### src/rtl/boundary_pkg.sv
package boundary_pkg;
  localparam int DATA_W = 32;
  localparam int SIZE_W = 12;
  localparam logic [SIZE_W-1:0] SIZE_RESET = 12'h020;
  localparam logic [SIZE_W-1:0] SIZE_MIN = 12'h001;
  localparam logic [SIZE_W-1:0] COUNT_ZERO = 12'h000;
  localparam logic [SIZE_W-1:0] COUNT_ONE = 12'h001;
  localparam int BUF_DEPTH = 2;
  localparam logic [1:0] BUF_EMPTY = 2'h0;
  localparam logic [1:0] BUF_ONE = 2'h1;
  localparam logic [1:0] BUF_FULL = 2'h2;
  localparam logic BLOCKING_RESET = 1'b0;

  // Source end sequencer
  typedef enum logic [1:0] {
    SRC_IDLE = 2'b00,
    SRC_CTRL = 2'b01,
    SRC_DATA = 2'b11
  } src_state_t;
endpackage : boundary_pkg

### src/rtl/stream_link_if.sv
`timescale 1ns/10ps
`default_nettype none
interface stream_link_if;
  import boundary_pkg::*;
  // Data channel
  logic [DATA_W-1:0] data_tdata;
  logic data_tvalid;
  logic data_tready;
  logic data_tlast;
  // Control channel
  logic [SIZE_W-1:0] ctrl_tdata;
  logic ctrl_tvalid;
  logic ctrl_tready;

  modport core
  (
    input data_tdata,
    input data_tvalid,
    output data_tready,
    input data_tlast,
    input ctrl_tdata,
    input ctrl_tvalid,
    output ctrl_tready
  );
  modport source
  (
    output data_tdata,
    output data_tvalid,
    input data_tready,
    output data_tlast,
    output ctrl_tdata,
    output ctrl_tvalid,
    input ctrl_tready
  );
endinterface : stream_link_if
`default_nettype wire

### src/rtl/stream_packet_source.sv
`timescale 1ns/10ps
`default_nettype none
module stream_packet_source
  import boundary_pkg::*;
(
  // Clock and reset
  input wire logic clk,
  input wire logic rst,
  // Link to core
  stream_link_if.source link,
  // Job request
  input wire logic job_valid,
  output logic job_ready,
  input wire logic job_send_ctrl,
  input wire logic [SIZE_W-1:0] job_size,
  input wire logic [SIZE_W-1:0] job_len,
  // Data feed
  input wire logic [DATA_W-1:0] feed_data,
  input wire logic feed_valid,
  output logic feed_ready,
  // Status
  output logic busy
);
  typedef struct packed {
    src_state_t st;
    logic [SIZE_W-1:0] csize;
    logic [SIZE_W-1:0] left;
    logic [DATA_W-1:0] tdata;
    logic tlast;
    logic tvalid;
  } src_reg_t;

  src_reg_t s_q, s_d;
  logic load;

  assign job_ready = (s_q.st == SRC_IDLE);
  // Sample feed only when the output slot is free
  assign load = (s_q.st == SRC_DATA) && feed_valid
    && (!s_q.tvalid || link.data_tready) && (s_q.left != COUNT_ZERO);
  assign feed_ready = load;

  always_comb
  begin
    s_d = s_q;
    if (s_q.tvalid && link.data_tready)
    begin
      s_d.tvalid = 1'b0;
    end
    case (s_q.st)
      SRC_IDLE:
      begin
        if (job_valid)
        begin
          s_d.csize = job_size;
          s_d.left = job_len;
          // Control is sent ahead of its data
          s_d.st = job_send_ctrl ? SRC_CTRL : SRC_DATA;
        end
      end
      SRC_CTRL:
      begin
        if (link.ctrl_tready)
        begin
          s_d.st = SRC_DATA;
        end
      end
      SRC_DATA:
      begin
        if (load)
        begin
          s_d.tdata = feed_data;
          s_d.tlast = (s_q.left == COUNT_ONE);
          s_d.tvalid = 1'b1;
          s_d.left = s_q.left - COUNT_ONE;
        end
        if (s_q.left == COUNT_ZERO && !s_d.tvalid)
        begin
          s_d.st = SRC_IDLE;
        end
      end
      default: s_d.st = SRC_IDLE;
    endcase
  end

  always_ff @(posedge clk or posedge rst)
  begin
    if (rst)
    begin
      s_q <= '0;
    end
    else
    begin
      s_q <= s_d;
    end
  end

  assign link.ctrl_tdata = s_q.csize;
  assign link.ctrl_tvalid = (s_q.st == SRC_CTRL);
  assign link.data_tdata = s_q.tdata;
  assign link.data_tlast = s_q.tlast;
  assign link.data_tvalid = s_q.tvalid;
  assign busy = (s_q.st != SRC_IDLE);
endmodule : stream_packet_source
`default_nettype wire

### src/flat_wrapper.sv
// flat-port wrapper written by rule: the top's interface ports become plain ports
module stream_packet_source_flat import boundary_pkg::*;
  (clk, rst, job_valid, job_ready, job_send_ctrl, job_size, job_len, feed_data, feed_valid, feed_ready, busy, link_data_tdata, link_data_tvalid, link_data_tready, link_data_tlast, link_ctrl_tdata, link_ctrl_tvalid, link_ctrl_tready);
  stream_link_if link_i ();
  input wire logic clk;
  input wire logic rst;
  input wire logic job_valid;
  output logic job_ready;
  input wire logic job_send_ctrl;
  input wire logic [SIZE_W-1:0] job_size;
  input wire logic [SIZE_W-1:0] job_len;
  input wire logic [DATA_W-1:0] feed_data;
  input wire logic feed_valid;
  output logic feed_ready;
  output logic busy;
  output wire logic [$bits(link_i.data_tdata)-1:0] link_data_tdata;
  output wire logic [$bits(link_i.data_tvalid)-1:0] link_data_tvalid;
  input wire logic [$bits(link_i.data_tready)-1:0] link_data_tready;
  output wire logic [$bits(link_i.data_tlast)-1:0] link_data_tlast;
  output wire logic [$bits(link_i.ctrl_tdata)-1:0] link_ctrl_tdata;
  output wire logic [$bits(link_i.ctrl_tvalid)-1:0] link_ctrl_tvalid;
  input wire logic [$bits(link_i.ctrl_tready)-1:0] link_ctrl_tready;
  assign link_data_tdata = link_i.data_tdata;
  assign link_data_tvalid = link_i.data_tvalid;
  assign link_i.data_tready = link_data_tready;
  assign link_data_tlast = link_i.data_tlast;
  assign link_ctrl_tdata = link_i.ctrl_tdata;
  assign link_ctrl_tvalid = link_i.ctrl_tvalid;
  assign link_i.ctrl_tready = link_ctrl_tready;
  stream_packet_source u_core (.clk(clk), .rst(rst), .link(link_i), .job_valid(job_valid), .job_ready(job_ready), .job_send_ctrl(job_send_ctrl), .job_size(job_size), .job_len(job_len), .feed_data(feed_data), .feed_valid(feed_valid), .feed_ready(feed_ready), .busy(busy));
endmodule
### config.mk
export PLATFORM = sky130hd
export DESIGN_NAME = stream_packet_source_flat
export DESIGN_NICKNAME = d
export VERILOG_FILES = /design/src/rtl/boundary_pkg.sv /design/src/rtl/stream_link_if.sv /design/src/rtl/stream_packet_source.sv /design/src/flat_wrapper.sv
export SDC_FILE = /design/constraint.sdc
export NUM_CORES = 1
export LEC_CHECK = 0
export ABC_AREA = 1
export BUFFER_PORTS_ARGS = -buffer_cell sky130_fd_sc_hd__buf_2
export CAP_MARGIN = 20
export CORE_MARGIN = 1
export CORE_UTILIZATION = 53
export DETAILED_ROUTE_END_ITERATION = 16
export GPL_TIMING_DRIVEN = 0
export MAX_ROUTING_LAYER = met4
export PLACE_DENSITY_LB_ADDON = 0.15
export SLEW_MARGIN = 5
export SYNTH_ARGS = -nofsm -noshare
export SYNTH_HDL_FRONTEND = slang
export SYNTH_SLANG_ARGS = --single-unit
### constraint.sdc
create_clock -name clk -period 5.2 [get_ports clk]
set_input_delay 1.04 -clock clk [delete_from_list [all_inputs] [get_ports clk]]
set_output_delay 1.04 -clock clk [all_outputs]
set_load 0.005 [all_outputs]
After elaboration in Yosys (flattened, before gate mapping)

Cells that the tools add are included.

Logic and storage cells: 41
Bits in registers: 60
Output and inout bits: 50
Input port bits: 63

Reductions and logical operators: 17
Eq/ne operators: 7
Mux-type cells: 10
$add $sub $neg: 1

Operators by type and width:

| cell                  | count |
|---|---|
| $mux 46               | 2 |
| $mux 26               | 1 |
| $pmux 12 s2           | 1 |
| $eq 12x1->1 const B   | 1 |
| $logic_not 12->1      | 1 |
| $reduce_bool 12->1    | 1 |
| $sub 12x1->12 const B | 1 |
| $mux 2                | 3 |
| $ne 2x2->1 const B    | 3 |
| $pmux 2 s3            | 1 |
| $reduce_and 3->1      | 2 |
| $logic_and 1x1->1     | 5 |
| $reduce_and 2->1      | 2 |
| $reduce_bool 2->1     | 2 |
| $eq 2x1->1 const B    | 1 |
| $eq 2x2->1 const B    | 1 |
| $logic_not 1->1       | 2 |
| $logic_not 2->1       | 1 |
| $mux 1                | 2 |
| $ne 2x1->1 const B    | 1 |
| $logic_or 1x1->1      | 1 |

Depth between registers and ports, before layout

Gate-level depths: netlist of the first run.

Word-level depth: 10
Gate-level depth with buffers: 11
Gate-level depth less buffers: 11

Least setup slack after synthesis of the first run

No wires, ideal clock.

Path kind: input to output
From: in link_data_tready
To: out feed_ready
Path buffers: 1
Setup slack: 2.596 ns
Arrival: 1.564 ns
Required time: 4.160 ns
Cell stages on the path: 5
Cells stage by stage: nor2_1 nor2_2 nand2_2 inv_2 buf_2

Word-level cells in the longest chain between the ends: 3

RTL lines:

| item                            | line                       | source |
|---|---|---|
| start, declared                 | flat_wrapper.sv:18         | `input wire logic [$bits(link_i.data_tready)-1:0] link_data_tready;` |
| $logic_or 1x1->1                | stream_packet_source.sv:39 | `&& (!s_q.tvalid \|\| link.data_tready) && (s_q.left != COUNT_ZERO);` |
| $logic_and 1x1->1 (2 in series) | stream_packet_source.sv:39 |  |
| end, declared                   | flat_wrapper.sv:14         | `output logic feed_ready;` |

No other way between the ends.

Worst setup path after layout of the first run

Ends and elaborated chain as after synthesis.

==> results.json, run 1 <==
{
  "status": "complete, no violations",
  "viasPerCell": 4.610,
  "fp.dieW_microns": 78.41,
  "yosys-mux-area-fraction_pct": 0,
  "synth_fa_ha_area_share_pct": 1.213,
  "globalplace.congestion": 0.8466,
  "wl_per_cell_microns": 11.21,
  "post-place-ws_ps": 2205,
  "yosysUniqueCellTypes": 23,
  "total_power_mw": 2.288,
  "crit_type": "input port to primary output",
  "multi_input_area_sq_um": 1087,
  "final_cells": 593,
  "clk_latency_ps": 330,
  "synth_top_family_by_area": "simple AND/OR/NAND/NOR gates",
  "n_antenna_cell": 0,
  "required_ps": 4160,
  "ys.flop_type": "dfrtp_1",
  "numCtsBuffers": 9,
  "slew_headroom_pct": 67.03,
  "layout.nets": 582,
  "grt_pass1_vias": 2542,
  "finalMaxSlewViolations": 0,
  "synthArstFlopShare_pct": 100.0,
  "fin_crit_ps": 2988,
  "dp_hpwl_mm": 4.822,
  "path_clk_slew_ps": 60,
  "synth-xor-area-share_pct": 0.5661,
  "die_h_microns": 78.41,
  "yosysSeqAreaShare_pct": 48.52,
  "yosysWarningCount": 0,
  "end_kind": "primary output",
  "worstSetupStartpointType": "input port",
  "drcViolationCount": 0,
  "holdWs_ps": 469.6,
  "leakage_nw": 2.331,
  "syn-num-nets": 458,
  "holdBufCountCts": 0,
  "antenna_found_initial": 0,
  "setup_slack_ps": 2212,
  "r2r_cells": 10,
  "grt_usage_pct": 24.10,
  "max_freq_mhz": 334.6,
  "setup_tns_ps": 0,
  "fp-row-count": 27,
  "syn-cell-area_sq_um": 3094,
  "fill_cells": 465,
  "numPlacedInstances": 577,
  "vias": 2734,
  "root_buffer": "clkbuf_8",
  "core_sq_um": 5574,
  "io_pins": 113,
  "ctsResizeCount": 0,
  "cp.arrival_ps": 1950,
  "dieArea_sq_um": 6147,
  "synth_compound_area_share_pct": 1.254,
  "grt_overflow": 0,
  "tightestPinTransition_ps": 493.8,
  "power_density_nw_per_um2": 579.4,
  "wirelength_mm": 6.650,
  "synth_edf_count": 0,
  "cts_tree": "yes",
  "hold_path.class": "flip-flop to flip-flop",
  "clkSinkCount": 60,
  "cp_max_fo": 10,
  "hold_viol_final": 0,
  "crit_path_start": "link_data_tready",
  "fin_crit_sh_pct": 57.47,
  "clock_path_buffers": 2,
  "drtIter0Drc": 119,
  "maxCapViolations": 0,
  "fin_skew_ps": 9.446,
  "reg2reg_slack_ps": 3430,
  "port_buffers": 112,
  "synthCells": 392,
  "synthSimpleGateAreaFrac_pct": 32.11,
  "rsz0062_at_grt": "no",
  "setup_viol": 0,
  "peakVddDrop_mv": 0.3200,
  "final-seq-area_sq_um": 1501,
  "grt_pass1_wl_mm": 11.00,
  "layout-drive-gt1-share_pct": 37.24,
  "r2r_start": "u_core.s_q[34]",
  "reg2reg_to": "u_core.link.data_tdata[13]",
  "avgSynthCellArea_sq_um": 7.893,
  "dr.pass1.iters": 4,
  "cp-endpoint": "feed_ready",
  "synth_seq_cells": 60,
  "postCtsSetupBuffers": 0,
  "area_growth_pct": 27.62,
  "htreeDepth": 3,
  "start_util_pct": 55.51,
  "grt_max_degree": 39,
  "ant_nets": 0
}
[sequential cells by signal, summed over array words and instances, names as in the netlist]
name	count
u_core.link.ctrl_tdata	12
u_core.link.data_tdata	32
u_core.link.data_tlast	1
u_core.link.data_tvalid	1
u_core.s_q	14
[critical path, stage by stage]
cell	delay, ps
buf_2	80
nor2_1	50
nor2_2	170
nand2_2	90
inv_2	130
buf_2	240
buf_2	140
[cell usage in the layout, fill, tap and decap left out, drive strengths merged, types with 3 or more instances in the layout]
cell type,count
or2,3
nand4,3
ha,3
clkbuf,15
nand2,187
clkinv,4
nor2,22
dfrtp,60
nand3,28
buf,165
inv,21
[where the power goes]
group / switching, mW / internal [mW] / total, mW
clock: 0.178 / 0.219 / 0.397
combinational: 0.522 / 0.544 / 1.07
sequential: 0.139 / 0.685 / 0.824
[routing by layer]
metal	vias to the layer above	share of wire, %	GRT usage, %
met3	9	5.3	4.070
met1	1227	45	29.43
met2	97	48	40.18
met4	0	1.3	9.259
li1	1401	-	-
met5	-	0	-
[cells in the mapped netlist (all sizes together), types with 2 or more instances]
cell	count	area share, %
nand2	187	23
dfrtp	60	49
buf	52	13
nand3	28	4.5
nor2	22	2.9
inv	21	2.5
clkbuf	4	0.49
ha	3	1.2
nand4	3	0.61
or2	3	0.61
o21ai	2	0.32
o22ai	2	0.40
[worst min-delay path by stage]
stage | start | to | slack (ps) | cells after the start
floorplan | u_core.link.ctrl_tdata[0] | u_core.link.ctrl_tdata[0] | 440 | 2
finish | u_core.link.ctrl_tdata[2] | u_core.link.ctrl_tdata[2] | 470 | 2
CTS | u_core.link.ctrl_tdata[9] | u_core.link.ctrl_tdata[9] | 480 | 2
detailed placement | u_core.link.ctrl_tdata[2] | u_core.link.ctrl_tdata[2] | 460 | 2
global route | u_core.link.ctrl_tdata[5] | u_core.link.ctrl_tdata[5] | 510 | 2
global placement | u_core.link.ctrl_tdata[11] | u_core.link.ctrl_tdata[11] | 460 | 2
[cell families (layout without fill, tap and decap cells)]
| group | Yosys count | after routing |
|---|---|---|
| and+or+nand+nor | 243 | 243 |
| buffers and inverters | 78 | 207 |
| DFF | 60 | 60 |
| AOI/OAI and AO/OA | 6 | 6 |
| adders and majority gates | 3 | 3 |
| xor gates and xnor gates | 2 | 2 |
[final cells by class]
type | instances | area share [%]
Buffer | 56 | 10.39
Clock buffer | 11 | 3.327
Clock inverter | 5 | 1.331
Inverter | 22 | 2.408
Multi-Input combinational cell | 254 | 27.53
Sequential cell | 60 | 38.02
Tap cell | 72 | 2.281
Timing Repair Buffer | 113 | 14.70
[stage by stage]
step / utilization (%) / area [sq um]
final: 70.84 / 3949
after global routing: 70.84 / 3949
after CTS: 70.84 / 3949
after detailed placement: 67.54 / 3765
after global placement: 67.18 / 3745
after floorplan: - / 3094
Note: power is estimated with default switching activity, not from simulation.
==> run 2, diff against run 1 <==
--- a/config.mk
+++ b/config.mk
@@ -9,7 +9,7 @@
 export BUFFER_PORTS_ARGS = -buffer_cell sky130_fd_sc_hd__buf_2
 export CAP_MARGIN = 20
 export CORE_MARGIN = 1
-export CORE_UTILIZATION = 53
+export CORE_UTILIZATION = 50
 export DETAILED_ROUTE_END_ITERATION = 16
 export GPL_TIMING_DRIVEN = 0
 export MAX_ROUTING_LAYER = met4
==> constraint.sdc (replaced) <==
create_clock -name clk -period 3.1 [get_ports clk]
set_input_delay 0.62 -clock clk [delete_from_list [all_inputs] [get_ports clk]]
set_output_delay 0.62 -clock clk [all_outputs]
set_load 0.005 [all_outputs]
==> run 2 against run 1 <==
Sequential power increased by 67%. Via count decreased by 1.2%. Sequential cell count unchanged. Utilization decreased by 3.4 points. Die area increased by 5.8%. Count of clock-buffer cells in the layout increased by 1. Combinational power increased by 65%. Design area increased by 1.8%. Final cell count increased by 0.51%. Critical path depth increased by 2. Register-to-register slack got worse by 2100 ps. Clock power increased by 120%.
==> results.json, run 2 (synthesized netlist as in run 1, its figures left out) <==
{
  "status": "complete, no violations",
  "ant_nets": 0,
  "maxCapViolations": 0,
  "hold_path.class": "input port to asynchronous set/reset pin",
  "numPlacedInstances": 580,
  "cp.arrival_ps": 1890,
  "rsz0062_at_grt": "no",
  "io_pins": 113,
  "grt_usage_pct": 22.08,
  "r2r_cells": 10,
  "end_kind": "primary output",
  "drcViolationCount": 0,
  "r2r_start": "u_core.s_q[34]",
  "cp_max_fo": 10,
  "layout.nets": 582,
  "place_area_sq_um": 3769,
  "layout-drive-gt1-share_pct": 37.43,
  "postCtsSetupBuffers": 0,
  "grt_pass1_vias": 2468,
  "peakVddDrop_mv": 0.5705,
  "slew_headroom_pct": 59.70,
  "stdcell_area_sq_um": 4019,
  "n_antenna_cell": 0,
  "path_clk_slew_ps": 70,
  "start_util_pct": 51.95,
  "dp_hpwl_mm": 4.752,
  "power_density_nw_per_um2": 1002,
  "wirelength_mm": 6.542,
  "fin_crit_ps": 2506,
  "die_h_microns": 80.67,
  "viasPerCell": 4.534,
  "ctsResizeCount": 0,
  "port_buffers": 112,
  "wl_per_cell_microns": 10.98,
  "core_sq_um": 5956,
  "grt_overflow": 0,
  "fin_skew_ps": 6.141,
  "final_cells": 596,
  "finalMaxSlewViolations": 0,
  "setup_viol": 0,
  "grt_max_degree": 35,
  "numCtsBuffers": 9,
  "clkSinkCount": 60,
  "clk_latency_ps": 330,
  "setup_tns_ps": 0,
  "vias": 2702,
  "reg2reg_slack_ps": 1360,
  "final_common_cell": "nand2_1",
  "dieArea_sq_um": 6507,
  "worstSetupStartpointType": "flip-flop",
  "globalplace.congestion": 0.9015,
  "cts_tree": "yes",
  "most-common-layout-cells": "nand2_1 (183), buf_2 (116), dfrtp_1 (60)",
  "largest_reg_flops": 32,
  "root_buffer": "clkbuf_8",
  "clock_path_buffers": 2,
  "required_ps": 2480,
  "drtIter0Drc": 107,
  "dr.pass1.iters": 4,
  "hold_viol_final": 0,
  "fp.dieW_microns": 80.67,
  "fp-row-count": 28,
  "fin_crit_sh_pct": 80.83,
  "antenna_found_initial": 0,
  "tightestPinTransition_ps": 603.6,
  "htreeDepth": 3,
  "area_growth_pct": 29.88,
  "reg2reg_to": "u_core.link.data_tdata[21]",
  "max_freq_mhz": 399.1,
  "grt_pass1_wl_mm": 10.42,
  "holdBufCountCts": 0,
  "leakage_nw": 2.365,
  "crit_type": "flip-flop to primary output"
}
[run 2: cell count changes in the layout (fill, tap and decap cells not counted), sizes merged]
cell / previous run / this run
bufinv: 1 / 3
clkbuf: 15 / 16
clkinv: 4 / 2
clkinvlp: 1 / 0
[run 2: per-layer routing]
layer / GRT usage [%] / wire (microns)
met5: - / 0
met4: 9.821 / 97
met3: 6.250 / 334
met2: 35.93 / 3225
met1: 25.33 / 2885
[run 2: per-stage QoR]
step | power, mW | util [%] | worst slack [ps] | hold slack [ps]
3_5_place_dp | 3.172 | 63.28 | 962.2 | 459.2
4_1_cts | 4.063 | 67.48 | 580.9 | 369.2
5_1_grt | 4.367 | 67.48 | 465.8 | 410.7
2_1_floorplan | 2.610 | - | 995.3 | 443.1
6_report | 4.028 | 67.48 | 594.2 | 351.9
3_3_place_gp | 3.110 | 62.94 | 250.1 | 455.9
[run 2: worst max path at each step]
stage                        start                   endpoint  slack, ps  depth (start not counted)
floorplan                      rst  u_core.link.ctrl_tdata[0]       1000                          1
global placement               rst  u_core.link.data_tdata[8]        250                          2
detailed placement  u_core.s_q[34]                 feed_ready        960                          9
CTS                 u_core.s_q[34]                 feed_ready        580                          9
global route        u_core.s_q[34]                 feed_ready        470                          9
finish              u_core.s_q[34]                 feed_ready        590                          9
[run 2: critical path, cell delays in order, from the launching register on]
cell,delay (ps)
dfrtp_1,400
inv_1,190
ha_1,230
nand2_2,70
nor2_2,120
nand2_2,70
nand2_2,80
inv_2,70
buf_2,190
buf_2,140
[run 2: layout make-up]
class	instances	area, sq um
fillers	502	1937
inverters	22	95.09
multi-input cells	254	1087
repair buffers	113	580.6
well taps	75	93.84
clock buffers	12	155.1
flip-flops and latches	60	1501
clock inverters	4	95.09
plain buffers	56	410.4
[run 2: power by group]
group / switching, mW / internal [mW]
clock: 0.294 / 0.577
sequential: 0.234 / 1.15
combinational: 0.863 / 0.912
total: 1.39 / 2.64
==> run 3, diff against run 2 <==
--- a/config.mk
+++ b/config.mk
@@ -5,7 +5,7 @@
 export SDC_FILE = /design/constraint.sdc
 export NUM_CORES = 1
 export LEC_CHECK = 0
-export ABC_AREA = 1
+export ABC_AREA = 0
 export BUFFER_PORTS_ARGS = -buffer_cell sky130_fd_sc_hd__buf_2
 export CAP_MARGIN = 20
 export CORE_MARGIN = 1
==> constraint.sdc (replaced) <==
create_clock -name clk -period 2.4 [get_ports clk]
set_input_delay 0.48 -clock clk [delete_from_list [all_inputs] [get_ports clk]]
set_output_delay 0.48 -clock clk [all_outputs]
set_load 0.005 [all_outputs]
==> run 3 against run 2 <==
Utilization barely moved. Area after synthesis rose by 1.6%. Non-clock buffer count rose by 4. Worst hold slack got worse by 66 ps. Critical path depth fell by 3. Via count fell by 16%. Setup slack got worse by 420 ps. Sequential share of layout area fell by 0.24 points. Design area rose by 0.65%. Count of clock-buffer cells in the layout fell by 2.
==> results.json, run 3 <==
{
  "status": "complete, no violations",
  "syn-cell-area_sq_um": 3144,
  "synthSimpleGateAreaFrac_pct": 15.08,
  "clock_path_buffers": 2,
  "synth.area.top_cells": "dfrtp_1 (48%), mux2_4 (13%), buf_4 (11%)",
  "cp.arrival_ps": 1740,
  "htreeDepth": 3,
  "start_util_pct": 52.49,
  "fp.dieW_microns": 81.30,
  "path_clk_slew_ps": 70,
  "grt_pass1_wl_mm": 9.625,
  "power_density_nw_per_um2": 1229,
  "place_area_sq_um": 3819,
  "clk_latency_ps": 330,
  "avgSynthCellArea_sq_um": 11.60,
  "fin_crit_ps": 2223,
  "rsz0062_at_grt": "no",
  "worstSetupStartpointType": "flip-flop",
  "synth_seq_cells": 60,
  "fin_skew_ps": 12.93,
  "most-common-layout-cells": "buf_2 (117), dfrtp_1 (60), nand2_1 (50), buf_4 (50), mux2_4 (27)",
  "cp-endpoint": "feed_ready",
  "synthArstFlopShare_pct": 100.0,
  "root_buffer": "clkbuf_8",
  "slowest_delay_ps": 420,
  "synth_fa_ha_area_share_pct": 1.194,
  "port_buffers": 112,
  "grt_max_degree": 37,
  "slew_headroom_pct": 49.05,
  "synth_top_family_by_area": "simple AND/OR/NAND/NOR gates",
  "max_freq_mhz": 449.9,
  "synth_commonest_cells": "dfrtp_1 (60), nand2_1 (50), buf_4 (44)",
  "yosysUniqueCellTypes": 46,
  "layout-drive-gt1-share_pct": 58.02,
  "synth-xor-area-share_pct": 0,
  "synthCells": 271,
  "numCtsBuffers": 9,
  "area_growth_pct": 28.65,
  "peakVddDrop_mv": 0.7133,
  "core_sq_um": 5991,
  "path_depth": 6,
  "dp_hpwl_mm": 4.437,
  "clkSinkCount": 60,
  "fill_cells": 487,
  "cts_tree": "yes",
  "layout.nets": 467,
  "end_kind": "primary output",
  "dr.pass1.iters": 4,
  "final-seq-area_sq_um": 1501,
  "reg2reg_slack_ps": 540,
  "synth_edf_count": 0,
  "yosysTopAreaCell": "dfrtp_1",
  "hold_viol_final": 0,
  "wirelength_mm": 6.071,
  "ant_nets": 0,
  "grt_usage_pct": 20.02,
  "yosysWarningCount": 0,
  "drcViolationCount": 0,
  "io_pins": 113,
  "path_delay_family": "simple AND/OR/NAND/NOR gates",
  "r2r_start": "u_core.s_q[38]",
  "stdcell_area_sq_um": 4045,
  "required_ps": 1920,
  "yosysSeqAreaShare_pct": 47.75,
  "final_common_cell": "buf_2",
  "crit_chain": "nor4_4 > nand4_4 > nand2_8 > buf_12 > inv_1 > buf_2",
  "crit_type": "flip-flop to primary output",
  "cpMaxStageDelayCell": "dfrtp_1",
  "crit_path_start": "u_core.s_q[38]",
  "dieArea_sq_um": 6610,
  "critPathBufInv": 3,
  "setup_viol": 0,
  "die_h_microns": 81.30,
  "reg2reg_to": "u_core.link.data_tdata[9]",
  "grt_overflow": 0,
  "yosys-mux-area-fraction_pct": 15.04,
  "largest_reg_flops": 32,
  "holdBufCountCts": 0,
  "ys.flop_type": "dfrtp_1",
  "antenna_found_initial": 0,
  "holdWs_ps": 286.3,
  "leakage_nw": 2.199,
  "syn-num-nets": 337,
  "vias": 2275,
  "grt_pass1_vias": 2104,
  "synth_compound_area_share_pct": 6.884,
  "multi_input_area_sq_um": 1216,
  "r2r_cells": 6,
  "yosys.area.top_type_share_pct": 47.75,
  "fin_crit_sh_pct": 92.61,
  "wl_per_cell_microns": 12.65,
  "hold_path.class": "input port to asynchronous set/reset pin",
  "globalplace.congestion": 0.8001,
  "finalMaxSlewViolations": 0,
  "n_antenna_cell": 0,
  "fp-row-count": 28,
  "post-synth-top-count-cell": "dfrtp_1",
  "tightestPinTransition_ps": 763.2,
  "maxCapViolations": 0,
  "drtIter0Drc": 78,
  "cp_max_fo": 10,
  "viasPerCell": 4.740
}
==> run 3: cell types whose count changed in the layout (fill, tap and decap cells not counted), moves of 5 or more <==
cell and delta:
nor2_1 -12, nand3_1 -23, buf_4 +6, mux2_2 +5, inv_1 -14, mux2_4 +27, a221o_1 +6, nand2_1 -133
==> run 3: logic make-up (layout without fill, tap and decap cells) <==
kind of cell	after synthesis	count (layout)
simple gates	89	89
compound gates	27	27
mux	33	33
buf+inv	59	193
fa+ha+maj	3	3
flops	60	60
==> run 3: per-layer routing <==
layer	share of wire, %	routed length [microns]	track usage, %	vias up
met4	1.4	82	8.571	0
met1	48	2891	26.94	1045
met5	0	0	-	-
met3	5.8	351	4.607	9
li1	-	-	-	1148
met2	45	2745	28.83	73
==> run 3: layout make-up <==
type,instances,area share [%]
flip-flops and latches,60,37.12
multi-input cells,152,30.07
repair buffers,119,15.47
plain buffers,54,10.45
clock buffers,10,3.402
well taps,75,2.320
clock inverters,5,0.7114
inverters,5,0.4640
==> run 3: repair_timing <==
item                       in CTS  in global routing
pin swaps                       1                  3
setup endpoints to repair       1                  1
gates resized for setup         1                  2
setup buffers                   1                  5
==> run 3: stage by stage <==
step | power [mW] | setup TNS, ps | util [%] | std cells | setup WS (ps)
4_1_cts | 4.993 | 0 | 66.75 | 475 | 12.21
3_5_place_dp | 4.161 | 0 | 63.74 | 459 | 204.5
5_1_grt | 5.345 | 0 | 67.52 | 480 | 60.45
6_report | 4.971 | 0 | 67.52 | 480 | 177.3
2_1_floorplan | 3.501 | 0 | - | 271 | 435.3
3_3_place_gp | 4.094 | -20800 | 63.41 | 458 | -349.3
==> run 3: power breakdown <==
part | total [mW] | internal [mW] | switching, mW
logic | 2.37 | 1.53 | 0.843
registers | 1.83 | 1.49 | 0.340
clock network | 0.767 | 0.391 | 0.376
==> run 3: worst min-delay path by stage <==
stage	startpoint	to	slack, ps	depth (start not counted)
2_1_floorplan	u_core.link.ctrl_tdata[0]	u_core.link.ctrl_tdata[0]	450	2
4_1_cts	rst	u_core.link.ctrl_tdata[11]	310	2
6_report	rst	u_core.link.ctrl_tdata[11]	290	2
3_3_place_gp	u_core.link.ctrl_tdata[0]	u_core.link.ctrl_tdata[0]	460	2
5_1_grt	job_size[1]	u_core.link.ctrl_tdata[1]	330	3
3_5_place_dp	u_core.link.ctrl_tdata[9]	u_core.link.ctrl_tdata[9]	460	2
